[src/design/pie_pkg.sv]
// Package for the peripheral interrupt enable bank: offsets, bit positions, types.
// Assumes a classic Wishbone slave with 32-bit data and byte addresses.
package pie_pkg;
  localparam logic [3:0] PIE_ADR_ENABLE_TWO   = 4'h0;
  localparam logic [3:0] PIE_ADR_ENABLE_THREE = 4'h4;
  localparam logic [3:0] PIE_ADR_FLAG_TWO     = 4'h8;
  localparam logic [3:0] PIE_ADR_FLAG_THREE   = 4'hc;
  localparam logic [7:0] PIE_RST_ENABLE       = 8'h00;
  localparam logic [7:0] PIE_RST_FLAG         = 8'h00;
  // Implemented bit masks
  localparam logic [7:0] PIE_MASK_TWO         = 8'hf9;
  localparam logic [7:0] PIE_MASK_THREE       = 8'h3a;
  localparam int PIE_BIT_OSC_FAIL    = 7;
  localparam int PIE_BIT_COMP_TWO    = 6;
  localparam int PIE_BIT_COMP_ONE    = 5;
  localparam int PIE_BIT_EEPROM_DONE = 4;
  localparam int PIE_BIT_BUS_COLL    = 3;
  localparam int PIE_BIT_CAPCOMP_TWO = 0;
  localparam int PIE_BIT_CAPCOMP_FOUR  = 5;
  localparam int PIE_BIT_CAPCOMP_THREE = 4;
  localparam int PIE_BIT_TIMER_SIX     = 3;
  localparam int PIE_BIT_TIMER_FOUR    = 1;

  typedef struct packed {
    logic [7:0] bank_two;
    logic [7:0] bank_three;
  } pie_bank_s;
endpackage : pie_pkg

[src/design/pie_enable_bank.sv]
// Peripheral interrupt enable banks two and three with their request flags.
// Assumes event pulses from peripherals on clk_i and a classic Wishbone master.
`timescale 1ns/1ps
module pie_enable_bank
  import pie_pkg::*;
(
  input  wire logic        clk_i,
  input  wire logic        rst_i,
  input  wire logic        ce_i,
  input  wire logic        wb_cyc_i,
  input  wire logic        wb_stb_i,
  input  wire logic        wb_we_i,
  input  wire logic [3:0]  wb_adr_i,
  input  wire logic [3:0]  wb_sel_i,
  input  wire logic [31:0] wb_dat_i,
  output logic      [31:0] wb_dat_o,
  output logic             wb_ack_o,
  input  wire pie_bank_s   event_i,
  input  wire logic        peripheral_master_enable_i,
  input  wire logic        global_interrupt_enable_i,
  output logic             core_irq_o
);
  pie_bank_s   en_reg, en_next;
  pie_bank_s   flag_reg, flag_next;
  logic [31:0] dat_reg, dat_next;
  logic        ack_reg, ack_next;
  logic        irq_reg, irq_next;
  logic        req, wr;
  logic        wr_en_two, wr_en_three;
  logic        wr_flag_two, wr_flag_three;
  logic [7:0]  pend_two, pend_three;

  function automatic logic [7:0] pie_write(input logic [7:0] old, input logic [7:0] wdat,
                                           input logic [7:0] mask);
    pie_write = (old & ~mask) | (wdat & mask);
  endfunction : pie_write

  // Address decode shared by the write strobes
  function automatic logic pie_hit(input logic [3:0] adr, input logic [3:0] target);
    pie_hit = (adr == target);
  endfunction : pie_hit

  // Read mux masks again, so a stray unimplemented bit can never leak out
  function automatic logic [31:0] pie_read(input logic [3:0] adr, input pie_bank_s en,
                                           input pie_bank_s flag);
    case (adr)
      PIE_ADR_ENABLE_TWO:   pie_read = {24'h000000, en.bank_two & PIE_MASK_TWO};
      PIE_ADR_ENABLE_THREE: pie_read = {24'h000000, en.bank_three & PIE_MASK_THREE};
      PIE_ADR_FLAG_TWO:     pie_read = {24'h000000, flag.bank_two & PIE_MASK_TWO};
      PIE_ADR_FLAG_THREE:   pie_read = {24'h000000, flag.bank_three & PIE_MASK_THREE};
      default:              pie_read = 32'h00000000;
    endcase
  endfunction : pie_read

  // A standing ack blocks a second take of the same request
  assign req           = wb_cyc_i && wb_stb_i && !ack_reg;
  assign wr            = req && wb_we_i && wb_sel_i[0];
  assign wr_en_two     = wr && pie_hit(wb_adr_i, PIE_ADR_ENABLE_TWO);
  assign wr_en_three   = wr && pie_hit(wb_adr_i, PIE_ADR_ENABLE_THREE);
  assign wr_flag_two   = wr && pie_hit(wb_adr_i, PIE_ADR_FLAG_TWO);
  assign wr_flag_three = wr && pie_hit(wb_adr_i, PIE_ADR_FLAG_THREE);

  // Enable group
  always_comb begin
    en_next = en_reg;
    if (wr_en_two) begin
      en_next.bank_two = pie_write(en_reg.bank_two, wb_dat_i[7:0], PIE_MASK_TWO);
    end
    if (wr_en_three) begin
      en_next.bank_three = pie_write(en_reg.bank_three, wb_dat_i[7:0], PIE_MASK_THREE);
    end
  end

  always_ff @(posedge clk_i or posedge rst_i) begin
    if (rst_i) begin
      en_reg <= '{bank_two: PIE_RST_ENABLE, bank_three: PIE_RST_ENABLE};
    end else if (ce_i) begin
      en_reg <= en_next;
    end
  end

  // Flag group; software clears by writing, a written one also sets as a test aid
  always_comb begin
    flag_next = flag_reg;
    if (wr_flag_two) begin
      flag_next.bank_two = pie_write(flag_reg.bank_two, wb_dat_i[7:0], PIE_MASK_TWO);
    end
    if (wr_flag_three) begin
      flag_next.bank_three = pie_write(flag_reg.bank_three, wb_dat_i[7:0], PIE_MASK_THREE);
    end
    // Events win over a clear in the same cycle
    flag_next.bank_two   = flag_next.bank_two | (event_i.bank_two & PIE_MASK_TWO);
    flag_next.bank_three = flag_next.bank_three | (event_i.bank_three & PIE_MASK_THREE);
  end

  always_ff @(posedge clk_i or posedge rst_i) begin
    if (rst_i) begin
      flag_reg <= '{bank_two: PIE_RST_FLAG, bank_three: PIE_RST_FLAG};
    end else if (ce_i) begin
      flag_reg <= flag_next;
    end
  end

  // Bus response group; read data stands until the next access
  always_comb begin
    dat_next = dat_reg;
    ack_next = 1'b0;
    if (req) begin
      ack_next = 1'b1;
      dat_next = pie_read(wb_adr_i, en_reg, flag_reg);
    end
  end

  always_ff @(posedge clk_i or posedge rst_i) begin
    if (rst_i) begin
      dat_reg <= 32'h00000000;
      ack_reg <= 1'b0;
    end else if (ce_i) begin
      dat_reg <= dat_next;
      ack_reg <= ack_next;
    end
  end

  // Request group; registered so a glitch on the gating inputs never reaches the core
  assign pend_two   = flag_reg.bank_two & en_reg.bank_two;
  assign pend_three = flag_reg.bank_three & en_reg.bank_three;

  always_comb begin
    irq_next = global_interrupt_enable_i && peripheral_master_enable_i &&
               ((|pend_two) || (|pend_three));
  end

  always_ff @(posedge clk_i or posedge rst_i) begin
    if (rst_i) begin
      irq_reg <= 1'b0;
    end else if (ce_i) begin
      irq_reg <= irq_next;
    end
  end

  assign wb_dat_o   = dat_reg;
  assign wb_ack_o   = ack_reg;
  assign core_irq_o = irq_reg;

  // Register map and request checks
  a_master_gate: assert property (@(posedge clk_i) disable iff (rst_i)
    $past(ce_i) && !$past(peripheral_master_enable_i) |-> !core_irq_o)
    else $error("irq without peripheral master enable");
  a_unimpl_zero: assert property (@(posedge clk_i) disable iff (rst_i)
    ((en_reg.bank_two & ~PIE_MASK_TWO) == 8'h00) &&
    ((en_reg.bank_three & ~PIE_MASK_THREE) == 8'h00))
    else $error("unimplemented enable bit set");
  a_flag_unimpl: assert property (@(posedge clk_i) disable iff (rst_i)
    (flag_reg.bank_two & 8'h06) == 8'h00)
    else $error("flag bank two bits 2-1 set");
  a_event_sets: assert property (@(posedge clk_i) disable iff (rst_i)
    ce_i && event_i.bank_two[PIE_BIT_OSC_FAIL] |=> flag_reg.bank_two[PIE_BIT_OSC_FAIL])
    else $error("event lost");
  a_enable_blocks: assert property (@(posedge clk_i) disable iff (rst_i)
    ce_i && en_reg == '0 |=> !core_irq_o)
    else $error("irq with no enable");
  a_irq_raised: assert property (@(posedge clk_i) disable iff (rst_i)
    ce_i && global_interrupt_enable_i && peripheral_master_enable_i &&
    flag_reg.bank_three[PIE_BIT_TIMER_FOUR] && en_reg.bank_three[PIE_BIT_TIMER_FOUR]
    |=> core_irq_o)
    else $error("irq not raised");
  a_write_two: assert property (@(posedge clk_i) disable iff (rst_i)
    ce_i && wr && wb_adr_i == PIE_ADR_ENABLE_TWO |=>
    en_reg.bank_two == ($past(wb_dat_i[7:0]) & PIE_MASK_TWO))
    else $error("bank two write wrong");
  a_write_three: assert property (@(posedge clk_i) disable iff (rst_i)
    ce_i && wr && wb_adr_i == PIE_ADR_ENABLE_THREE |=>
    en_reg.bank_three == ($past(wb_dat_i[7:0]) & PIE_MASK_THREE))
    else $error("bank three write wrong");
  a_ack_pulse: assert property (@(posedge clk_i) disable iff (rst_i)
    wb_ack_o |=> !wb_ack_o)
    else $error("ack longer than one cycle");

  // Gating, freeze and bus checks
  a_global_gate: assert property (@(posedge clk_i) disable iff (rst_i)
    $past(ce_i) && !$past(global_interrupt_enable_i) |-> !core_irq_o)
    else $error("irq without global enable");

  a_irq_two_src: assert property (@(posedge clk_i) disable iff (rst_i)
    ce_i && global_interrupt_enable_i && peripheral_master_enable_i &&
    flag_reg.bank_two[PIE_BIT_CAPCOMP_TWO] && en_reg.bank_two[PIE_BIT_CAPCOMP_TWO]
    |=> core_irq_o)
    else $error("enabled source did not raise irq");

  a_event_three: assert property (@(posedge clk_i) disable iff (rst_i)
    ce_i && event_i.bank_three[PIE_BIT_TIMER_SIX] |=>
    flag_reg.bank_three[PIE_BIT_TIMER_SIX])
    else $error("timer six event lost");

  a_freeze_enable: assert property (@(posedge clk_i) disable iff (rst_i)
    !ce_i |=> en_reg == $past(en_reg))
    else $error("enable bank moved while frozen");

  a_freeze_flag: assert property (@(posedge clk_i) disable iff (rst_i)
    !ce_i |=> flag_reg == $past(flag_reg))
    else $error("flag bank moved while frozen");

  a_sel_ignored: assert property (@(posedge clk_i) disable iff (rst_i)
    ce_i && req && wb_we_i && !wb_sel_i[0] |=> en_reg == $past(en_reg))
    else $error("write without low byte select landed");

  a_ack_follows: assert property (@(posedge clk_i) disable iff (rst_i)
    ce_i && req |=> wb_ack_o)
    else $error("request not answered");

  a_read_upper: assert property (@(posedge clk_i) disable iff (rst_i)
    wb_dat_o[31:8] == 24'h000000)
    else $error("read data upper bits set");
endmodule : pie_enable_bank

[config.mk]
export PLATFORM = sky130hd
export DESIGN_NAME = pie_enable_bank
export DESIGN_NICKNAME = d
export VERILOG_FILES = /design/src/design/pie_pkg.sv /design/src/design/pie_enable_bank.sv
export SDC_FILE = /design/constraint.sdc
export NUM_CORES = 1
export LEC_CHECK = 0
export BUFFER_PORTS_ARGS = -buffer_cell sky130_fd_sc_hd__buf_2
export CAP_MARGIN = 20
export CORE_MARGIN = 3
export CORE_UTILIZATION = 40
export CTS_CLUSTER_SIZE = 14
export DETAILED_ROUTE_END_ITERATION = 10
export PLACE_DENSITY = 0.71
export SETUP_SLACK_MARGIN = 0.5
export SYNTH_ARGS = -nofsm -noshare
export SYNTH_HDL_FRONTEND = slang
export SYNTH_SLANG_ARGS = --single-unit
[constraint.sdc]
create_clock -name clk_i -period 3.2 [get_ports clk_i]
set_input_delay 0 -clock clk_i [delete_from_list [all_inputs] [get_ports clk_i]]
set_output_delay 0 -clock clk_i [all_outputs]
set_load 0.005 [all_outputs]
==> results of run 1 <==
-- layer usage --
metal  vias up  track usage, %
met1       663            22.5
met5         -               0
met3         4            3.69
met4         0            6.26
li1        663               -
met2        62            25.7
-- critical path, stage by stage, from the launching register on --
cell           delay (ns)
dfrtp_1              0.40
nand4b_1             0.63
buf_4                0.42
o31ai_1              0.23
nand3_1              0.09
dlygate4sd3_1        0.57
-- worst paths after layout --
path	to	slack, ns	cells after the start
max	flag_reg[15]	0.74	5
min	en_reg[5]	0.003	2
max reg2reg	flag_reg[15]	0.74	5
min reg2reg	wb_dat_o[5]	0.47	2
max in group asynchronous	en_reg[1]	2.56	4
min in group asynchronous	flag_reg[14]	0.21	3
-- synth_stat cells (all sizes together) --
library cell,n,share of area (%)
a22oi,3,1.3
o21ai,6,1.8
and4b,1,0.60
nand2,19,4.3
buf,28,12
or3b,1,0.52
o31ai,11,4.9
dfrtp,29,43
nand4,10,3.7
mux2i,4,2.4
clkbuf,5,1.1
conb,1,0.22
a22o,2,1.0
inv,2,0.45
nand3,11,3.3
nand4b,1,0.52
nor3b,1,0.45
mux4,1,1.3
nor3,2,0.60
a31oi,2,0.75
a221oi,1,0.52
nor2b,1,0.37
and3,2,0.75
or3,2,0.75
nor4,2,2.5
mux2,14,9.4
a222oi,1,0.60
-- timing repair --
action                                 CTS  global route
hold buffers                            17             0
buffers inserted                         0             0
endpoints found under the hold margin   43             0
-- power breakdown --
group / leakage, uW / switching [uW] / internal, uW
combinational: 0.000559 / 67.8 / 59.6
clock: 0.0000443 / 134 / 170
sequential: 0.000349 / 8.39 / 381
-- layout by cell type (no fill, tap or decap) --
cell type,synthesis,routed
a221oi_1,1,1
a222oi_1,1,1
a22o_1,2,2
a22oi_1,3,3
a31oi_1,2,2
and3_1,2,2
and4b_1,1,1
buf_16,0,1
buf_2,3,38
buf_4,25,2
clkbuf_1,5,1
clkbuf_8,0,6
conb_1,1,25
dfrtp_1,29,29
dlygate4sd3_1,0,17
inv_1,2,2
mux2_2,14,14
mux2i_1,4,4
mux4_2,1,1
nand2_1,19,19
nand3_1,11,11
nand4_1,10,10
nand4b_1,1,1
nor2b_1,1,1
nor3_1,2,2
nor3b_1,1,1
nor4_4,2,2
o21ai_0,6,6
o31ai_1,11,11
or3_1,2,2
or3b_2,1,1
-- stage by stage --
stage / total power, uW / instances / utilization (%)
final: 821 / 267 / 54.2
after floorplan: 479 / 187 / -
after global routing: 854 / 267 / 54.2
after global placement: 503 / 242 / 46.8
after detailed placement: 509 / 243 / 47.5
after CTS: 824 / 267 / 54.2
-- final cells by class --
class	instances	area share, %
clock buffer	7	4.13
inverter	2	0.359
multi-input combinational	123	38.6
sequential	29	34.8
tap	48	2.88
timing repair buffer	58	19.3
-- cells by family after synthesis --
kind of cell / count (synthesis) / share of synthesized area (%)
AND/OR/NAND/NOR: 53 / 18.4
buffers and inverters: 35 / 13.7
flip-flops: 29 / 43.4
multiplexers: 19 / 13.2
other: 1 / 0.225
AO/OA/AOI/OAI: 26 / 11.0
==> flow_summary.ini, run 1 <==
[outcome]
outcome = completed

[routing]
topRoutingLayerUsed = met4
wl_per_cell_microns = 14.9
drt_iter0_drc = 103
totalWireLength_mm = 3.98
via_per_inst = 5.21
drc = 0
vias = 1392
met2_length_mm = 1.88
drtPass1Iterations = 4
wl_met3_microns = 305
antenna_left = 0
drt-met1-wl_mm = 1.74

[sta]
hold_ws_ns = 0.00334
slew_headroom_pct = 54.4
hold_viol_final = 0
fmax_mhz = 407
tightest_slew_ns = 0.680
grt_setup_unrepaired = false
maxSlewViolCount = 0
setup_violations = 0
min_period_ns = 2.46
tns_ns = 0
fin_ws_ns = 0.740
skew_ns = 0.00401
min_period_over_period_pct = 76.9

[layout]
diodes = 0
area_delta_synth_final_pct = 25.0
n_fill_cell = 354
final_nets = 283
fin_area_sq_mm = 0.00209
seqCellArea_sq_um = 726
multi_input_area_sq_um = 806
drive_gt1_share_pct = 29.7

[global_route]
grt_max_degree = 24
grtUsageTotal_pct = 16.5
grt.overflow.total = 0
grt_antenna_before_repair = 0
grt_pass1_vias = 1329
grt_pass1_wl_mm = 6.49

[clock_tree]
clock_latency_ns = 0.28
clock-sinks = 29
post_cts_resized = 0
path_clk_slew_ns = 0.06
tritoncts = done
cts_buffer_depth = 2
cts-buffers-inserted = 5
htreeDepth = 2
cts-root-buf = clkbuf_8

[placed_design]
io_buffers = 38
place_ws_ns = 1.06
dp_hpwl_mm = 2.83
place_congestion = 0.822
dpl_cell_area_sq_mm = 0.00183

[logic_synthesis]
ys_ff_latch = 29
syn_area_sq_mm = 0.00167
syn_area_per_cell_sq_um = 10.2
ys_types = 28
synth_warnings = 0
ys_seq_area_share_pct = 43.4
synthCells = 163

[setup_path]
worstPathMaxFanout = 12
start_kind = register
critPathRequiredTime_ns = 3.36
critPathArrivalTime_ns = 2.62
cp-end-kind = register
r2r-start = wb_ack_o
crit_start = wb_ack_o
criticalPathCategory = register to register

[die]
die_x_microns = 70.6
die_h_microns = 70.6
rows = 22
coreArea_sq_mm = 0.00385
ios = 98
die_area_sq_mm = 0.00499
start_util_pct = 43.3

[run]
cap_violations = 0

[hold_path]
holdCritPathClass = input pin to register
min_from = wb_dat_i[5]

[power_and_ir_drop]
leakage_uw = 0.000952
powerDensity_mw_per_mm2 = 393
irDropWorstVdd_mv = 0.256
Power figures use the tool's default switching activity.
==> run 2, diff against run 1 <==
CORE_UTILIZATION = 39   (was 40)
PLACE_DENSITY = 0.73   (was 0.71)
clock period = 1.98 ns   (was 3.2 ns; I/O delays follow)
==> run 2 against run 1 <==
  * Clock skew down 0.00097 ns
  * Total power up 59%
  * Global-route usage up 0.90 points
  * Sequential power up 62%
  * Non-clock buffer count up 4
  * Cell count up 2.6%
  * Largest power group unchanged
==> flow_summary.ini, run 2 (same netlist as run 1, synthesis figures left out) <==
[outcome]
outcome = completed

[setup_path]
cp_num_buf_inv = 2
path_cells = nand4b_1 > buf_6 > nor4_4 > buf_4 > mux2_4
critPathRequiredTime_ns = 2.14
cpLargestDelayFamily = flip-flops
cp-end-kind = register
start_kind = register
slowest_delay_ns = 0.38
critPathArrivalTime_ns = 1.69
worstPathMaxFanout = 4
cp_slowest_cell = dfrtp_1
criticalPathCategory = register to register

[power_and_ir_drop]
leakage_uw = 0.000979
powerDensity_mw_per_mm2 = 609
power_uw = 1310
irDropWorstVdd_mv = 0.319

[routing]
drtPass1Iterations = 4
drc = 0
vias = 1423
totalWireLength_mm = 4.20
drt_iter0_drc = 58
antenna_left = 0
wl_per_cell_microns = 15.3
via_per_inst = 5.19

[layout]
area_delta_synth_final_pct = 28.5
layout.cells.non_filler = 274
final_nets = 287
fin_util_pct = 52.9
final_cell_mix = 38 x buf_2, 29 x dfrtp_1, 25 x conb_1
diodes = 0
drive_gt1_share_pct = 33.0
final_common_cell = buf_2

[hold_path]
holdCritPathClass = input pin to register

[clock_tree]
clock-sinks = 29
clock_latency_ns = 0.28
tritoncts = done
htreeDepth = 2
cts-root-buf = clkbuf_8
cts-buffers-inserted = 5
cts_buffer_depth = 2
path_clk_slew_ns = 0.06

[sta]
fmax_mhz = 655
hold_viol_final = 0
grt_setup_unrepaired = true
skew_ns = 0.00303
tightest_slew_ns = 0.650
tns_ns = 0
setup_violations = 0
min_period_over_period_pct = 77.1
slew_headroom_pct = 56.5
maxSlewViolCount = 0
min_period_ns = 1.53

[global_route]
grt_max_degree = 30
grt_pass1_wl_mm = 6.79
grt_antenna_before_repair = 0
grt.overflow.total = 0
grtUsageTotal_pct = 17.4
grt_pass1_vias = 1382

[die]
die_x_microns = 71.4
die_area_sq_mm = 0.00510
start_util_pct = 41.2
die_h_microns = 71.4
coreArea_sq_mm = 0.00406
ios = 98
rows = 23

[placed_design]
io_buffers = 38
dp_cells = 246
place_congestion = 0.828
dp_hpwl_mm = 2.86

[run]
cap_violations = 0
[run 2: cell count changes in the layout (fill, tap and decap cells not counted), moves of 3 or more]
cell     before  now
mux2_4        0    5
buf_4         2    8
mux2_2       14    9
o31ai_1      11    8
[run 2: worst reg2reg max path: cells and delay by family (launching register included)]
family / cells / cell delay [ns]
buffers and inverters: 2 / 0.34
multiplexers: 1 / 0.30
AND/OR/NAND/NOR: 2 / 0.39
flip-flops: 1 / 0.38
[run 2: through the flow]
stage / setup slack [ns] / cell area (sq um) / hold slack [ns]
floorplan: 0.350 / 1760 / 0.0781
global placement: 0.245 / 1830 / 0.0906
detailed placement: 0.210 / 1830 / 0.0895
CTS: 0.470 / 2090 / 0.00849
global route: 0.348 / 2150 / 0.0209
finish: 0.453 / 2150 / 0.0131
[run 2: final cells by class]
class                      instances  area (sq um)
timing repair buffer              62           412
clock buffer                       8          80.1
sequential                        29           726
multi-input combinational        123           858
tap                               50          62.6
inverter                           2          7.51
fill                             394          1910
[run 2: layer usage]
layer | wire (microns) | vias up | global-route usage, % | part of all wire (%)
li1 | - | 672 | - | -
met3 | 258 | 6 | 4.77 | 6.1
met4 | 59 | 0 | 8.35 | 1.4
met1 | 1820 | 695 | 22.5 | 43
met2 | 2060 | 50 | 26.9 | 49
met5 | 0 | - | 0 | 0
[run 2: final timing paths]
| kind | start | endpoint | slack (ns) | depth (start not counted) |
|---|---|---|---|---|
| max | wb_ack_o | en_reg[1] | 0.45 | 5 |
| min | wb_dat_i[4] | en_reg[4] | 0.01 | 2 |
| max reg2reg | wb_ack_o | en_reg[1] | 0.45 | 5 |
| min reg2reg | wb_dat_o[6] | wb_dat_o[6] | 0.47 | 2 |
| max in group asynchronous | rst_i | en_reg[11] | 1.38 | 4 |
| min in group asynchronous | rst_i | flag_reg[15] | 0.32 | 4 |
[run 2: where the power goes]
part | internal (uW) | switching, uW
sequential | 616 | 14.2
combinational | 100 | 113
clock | 249 | 214
[run 2: repair_timing]
item                                    CTS  global route
cloned                                    0             0
resized for setup                         1            12
hold buffers                             15             0
setup buffers                             4             1
pin swaps                                 2             1
hold endpoints to repair                 43             0
endpoints found under the setup margin   22            25
==> run 3, diff against run 2 <==
clock period = 1.35 ns   (was 1.98 ns; I/O delays follow)
==> run 3 against run 2 <==
  * The run now ends with negative setup slack left
  * Routed wire length rose by 22%
  * Register-to-register slack got worse by 0.71 ns
  * Via count rose by 10%
  * Critical path type unchanged
  * Largest power group unchanged
  * Highest routed layer unchanged
==> flow_summary.ini, run 3 (same netlist as run 1, synthesis figures left out) <==
[setup_path]
critPathRequiredTime_ns = 1.52
worstPathMaxFanout = 6
cpLargestDelayFamily = simple AND/OR/NAND/NOR gates
critPathArrivalTime_ns = 1.78
cp-end-kind = register
path_cells = nand4b_1 > buf_4 > nor4_4 > buf_6 > mux2_4
cp_slowest_cell = dfrtp_1
cp_num_buf_inv = 2
start_kind = register
criticalPathCategory = register to register
slowest_delay_ns = 0.39

[routing]
totalWireLength_mm = 5.13
wl_per_cell_microns = 17.4
drc = 0
vias = 1572
via_per_inst = 5.33
antenna_left = 0
drtPass1Iterations = 4
drt_iter0_drc = 119

[sta]
skew_ns = 0.00441
fin_ws_ns = -0.257
tns_ns = -4.24
setup_violations = 27
hold_ws_ns = 0.00692
grt_setup_unrepaired = true
min_period_over_period_pct = 119
min_period_ns = 1.61
maxSlewViolCount = 0
hold_viol_final = 0
fmax_mhz = 622

[layout]
final_cell_mix = 37 x buf_2, 29 x dfrtp_1, 25 x conb_1
fin_util_pct = 62.2
diodes = 0
drive_gt1_share_pct = 44.1
final_nets = 308
final_common_cell = buf_2
area_delta_synth_final_pct = 51.1

[placed_design]
place_ws_ns = -0.310
place_congestion = 0.823
dp_hpwl_mm = 3.12
io_buffers = 38

[global_route]
grt_antenna_before_repair = 0
grtUsageTotal_pct = 20.9
grt_max_degree = 30
grt.overflow.total = 0
grt_pass1_vias = 1515
grt_pass1_wl_mm = 7.94

[die]
ios = 98
die_area_sq_mm = 0.00510
start_util_pct = 41.2
die_x_microns = 71.4
rows = 23
die_h_microns = 71.4
coreArea_sq_mm = 0.00406

[outcome]
violations = negative setup slack
outcome = complete, but fails checks

[clock_tree]
tritoncts = done
htreeDepth = 2
clock_latency_ns = 0.29
cts_buffer_depth = 2
clock-sinks = 29
cts-buffers-inserted = 5
path_clk_slew_ns = 0.07
cts-root-buf = clkbuf_8

[power_and_ir_drop]
irDropWorstVdd_mv = 0.463
powerDensity_mw_per_mm2 = 856
leakage_uw = 0.00116

[run]
cap_violations = 0

[hold_path]
holdCritPathClass = input pin to register
[run 3: changes by cell type in the layout (fill, tap and decap cells not counted), sizes merged]
cell / delta
dlygate4sd3: +1
buf: +19
bufbuf: +1
clkinv: +1
clkbuf: -1
[run 3: area by class of cell]
cell class / count / area, sq um
multi-input combinational: 123 / 963
inverter: 2 / 7.51
sequential: 29 / 726
fill: 324 / 1530
timing repair buffer: 83 / 663
clock buffer: 7 / 96.3
tap: 50 / 62.6
clock inverter: 1 / 5.00
[run 3: what timing repair did]
action / in CTS / in global routing
setup buffers: 8 / 3
endpoints found under the setup margin: 30 / 30
hold endpoints to repair: 45 / 0
pin swaps: 20 / 2
resized for setup: 36 / 7
gates cloned: 2 / 0
hold buffers: 16 / 0
[run 3: final timing paths]
check | startpoint | to | slack (ns) | cells after the start
min in group asynchronous | rst_i | wb_dat_o[6] | 0.32 | 4
max | wb_ack_o | en_reg[11] | -0.26 | 5
max in group asynchronous | rst_i | flag_reg[3] | 0.75 | 4
min | wb_dat_i[3] | en_reg[3] | 0.007 | 2
max reg2reg | wb_ack_o | en_reg[11] | -0.26 | 5
min reg2reg | wb_dat_o[1] | wb_dat_o[1] | 0.48 | 2
[run 3: through the flow]
stage	power, uW	instances	area, sq um
6_report	2160	295	2520
5_1_grt	2250	295	2520
4_1_cts	2140	292	2480
3_5_place_dp	1230	258	1920
3_3_place_gp	1230	258	1920
2_1_floorplan	1140	187	1780
[run 3: where the power goes]
group	switching, uW	internal [uW]	leakage, uW
combinational	206	214	0.000760
clock	353	460	0.0000542
sequential	23.4	903	0.000349
[run 3: per-layer routing]
| layer | vias to the layer above | track usage [%] | share of wire (%) |
|---|---|---|---|
| met5 | - | 0 | 0 |
| met4 | 0 | 9.81 | 2.9 |
| met3 | 16 | 6.31 | 8.4 |
| met2 | 87 | 32.0 | 48 |
| met1 | 752 | 27.1 | 41 |
| li1 | 717 | - | - |
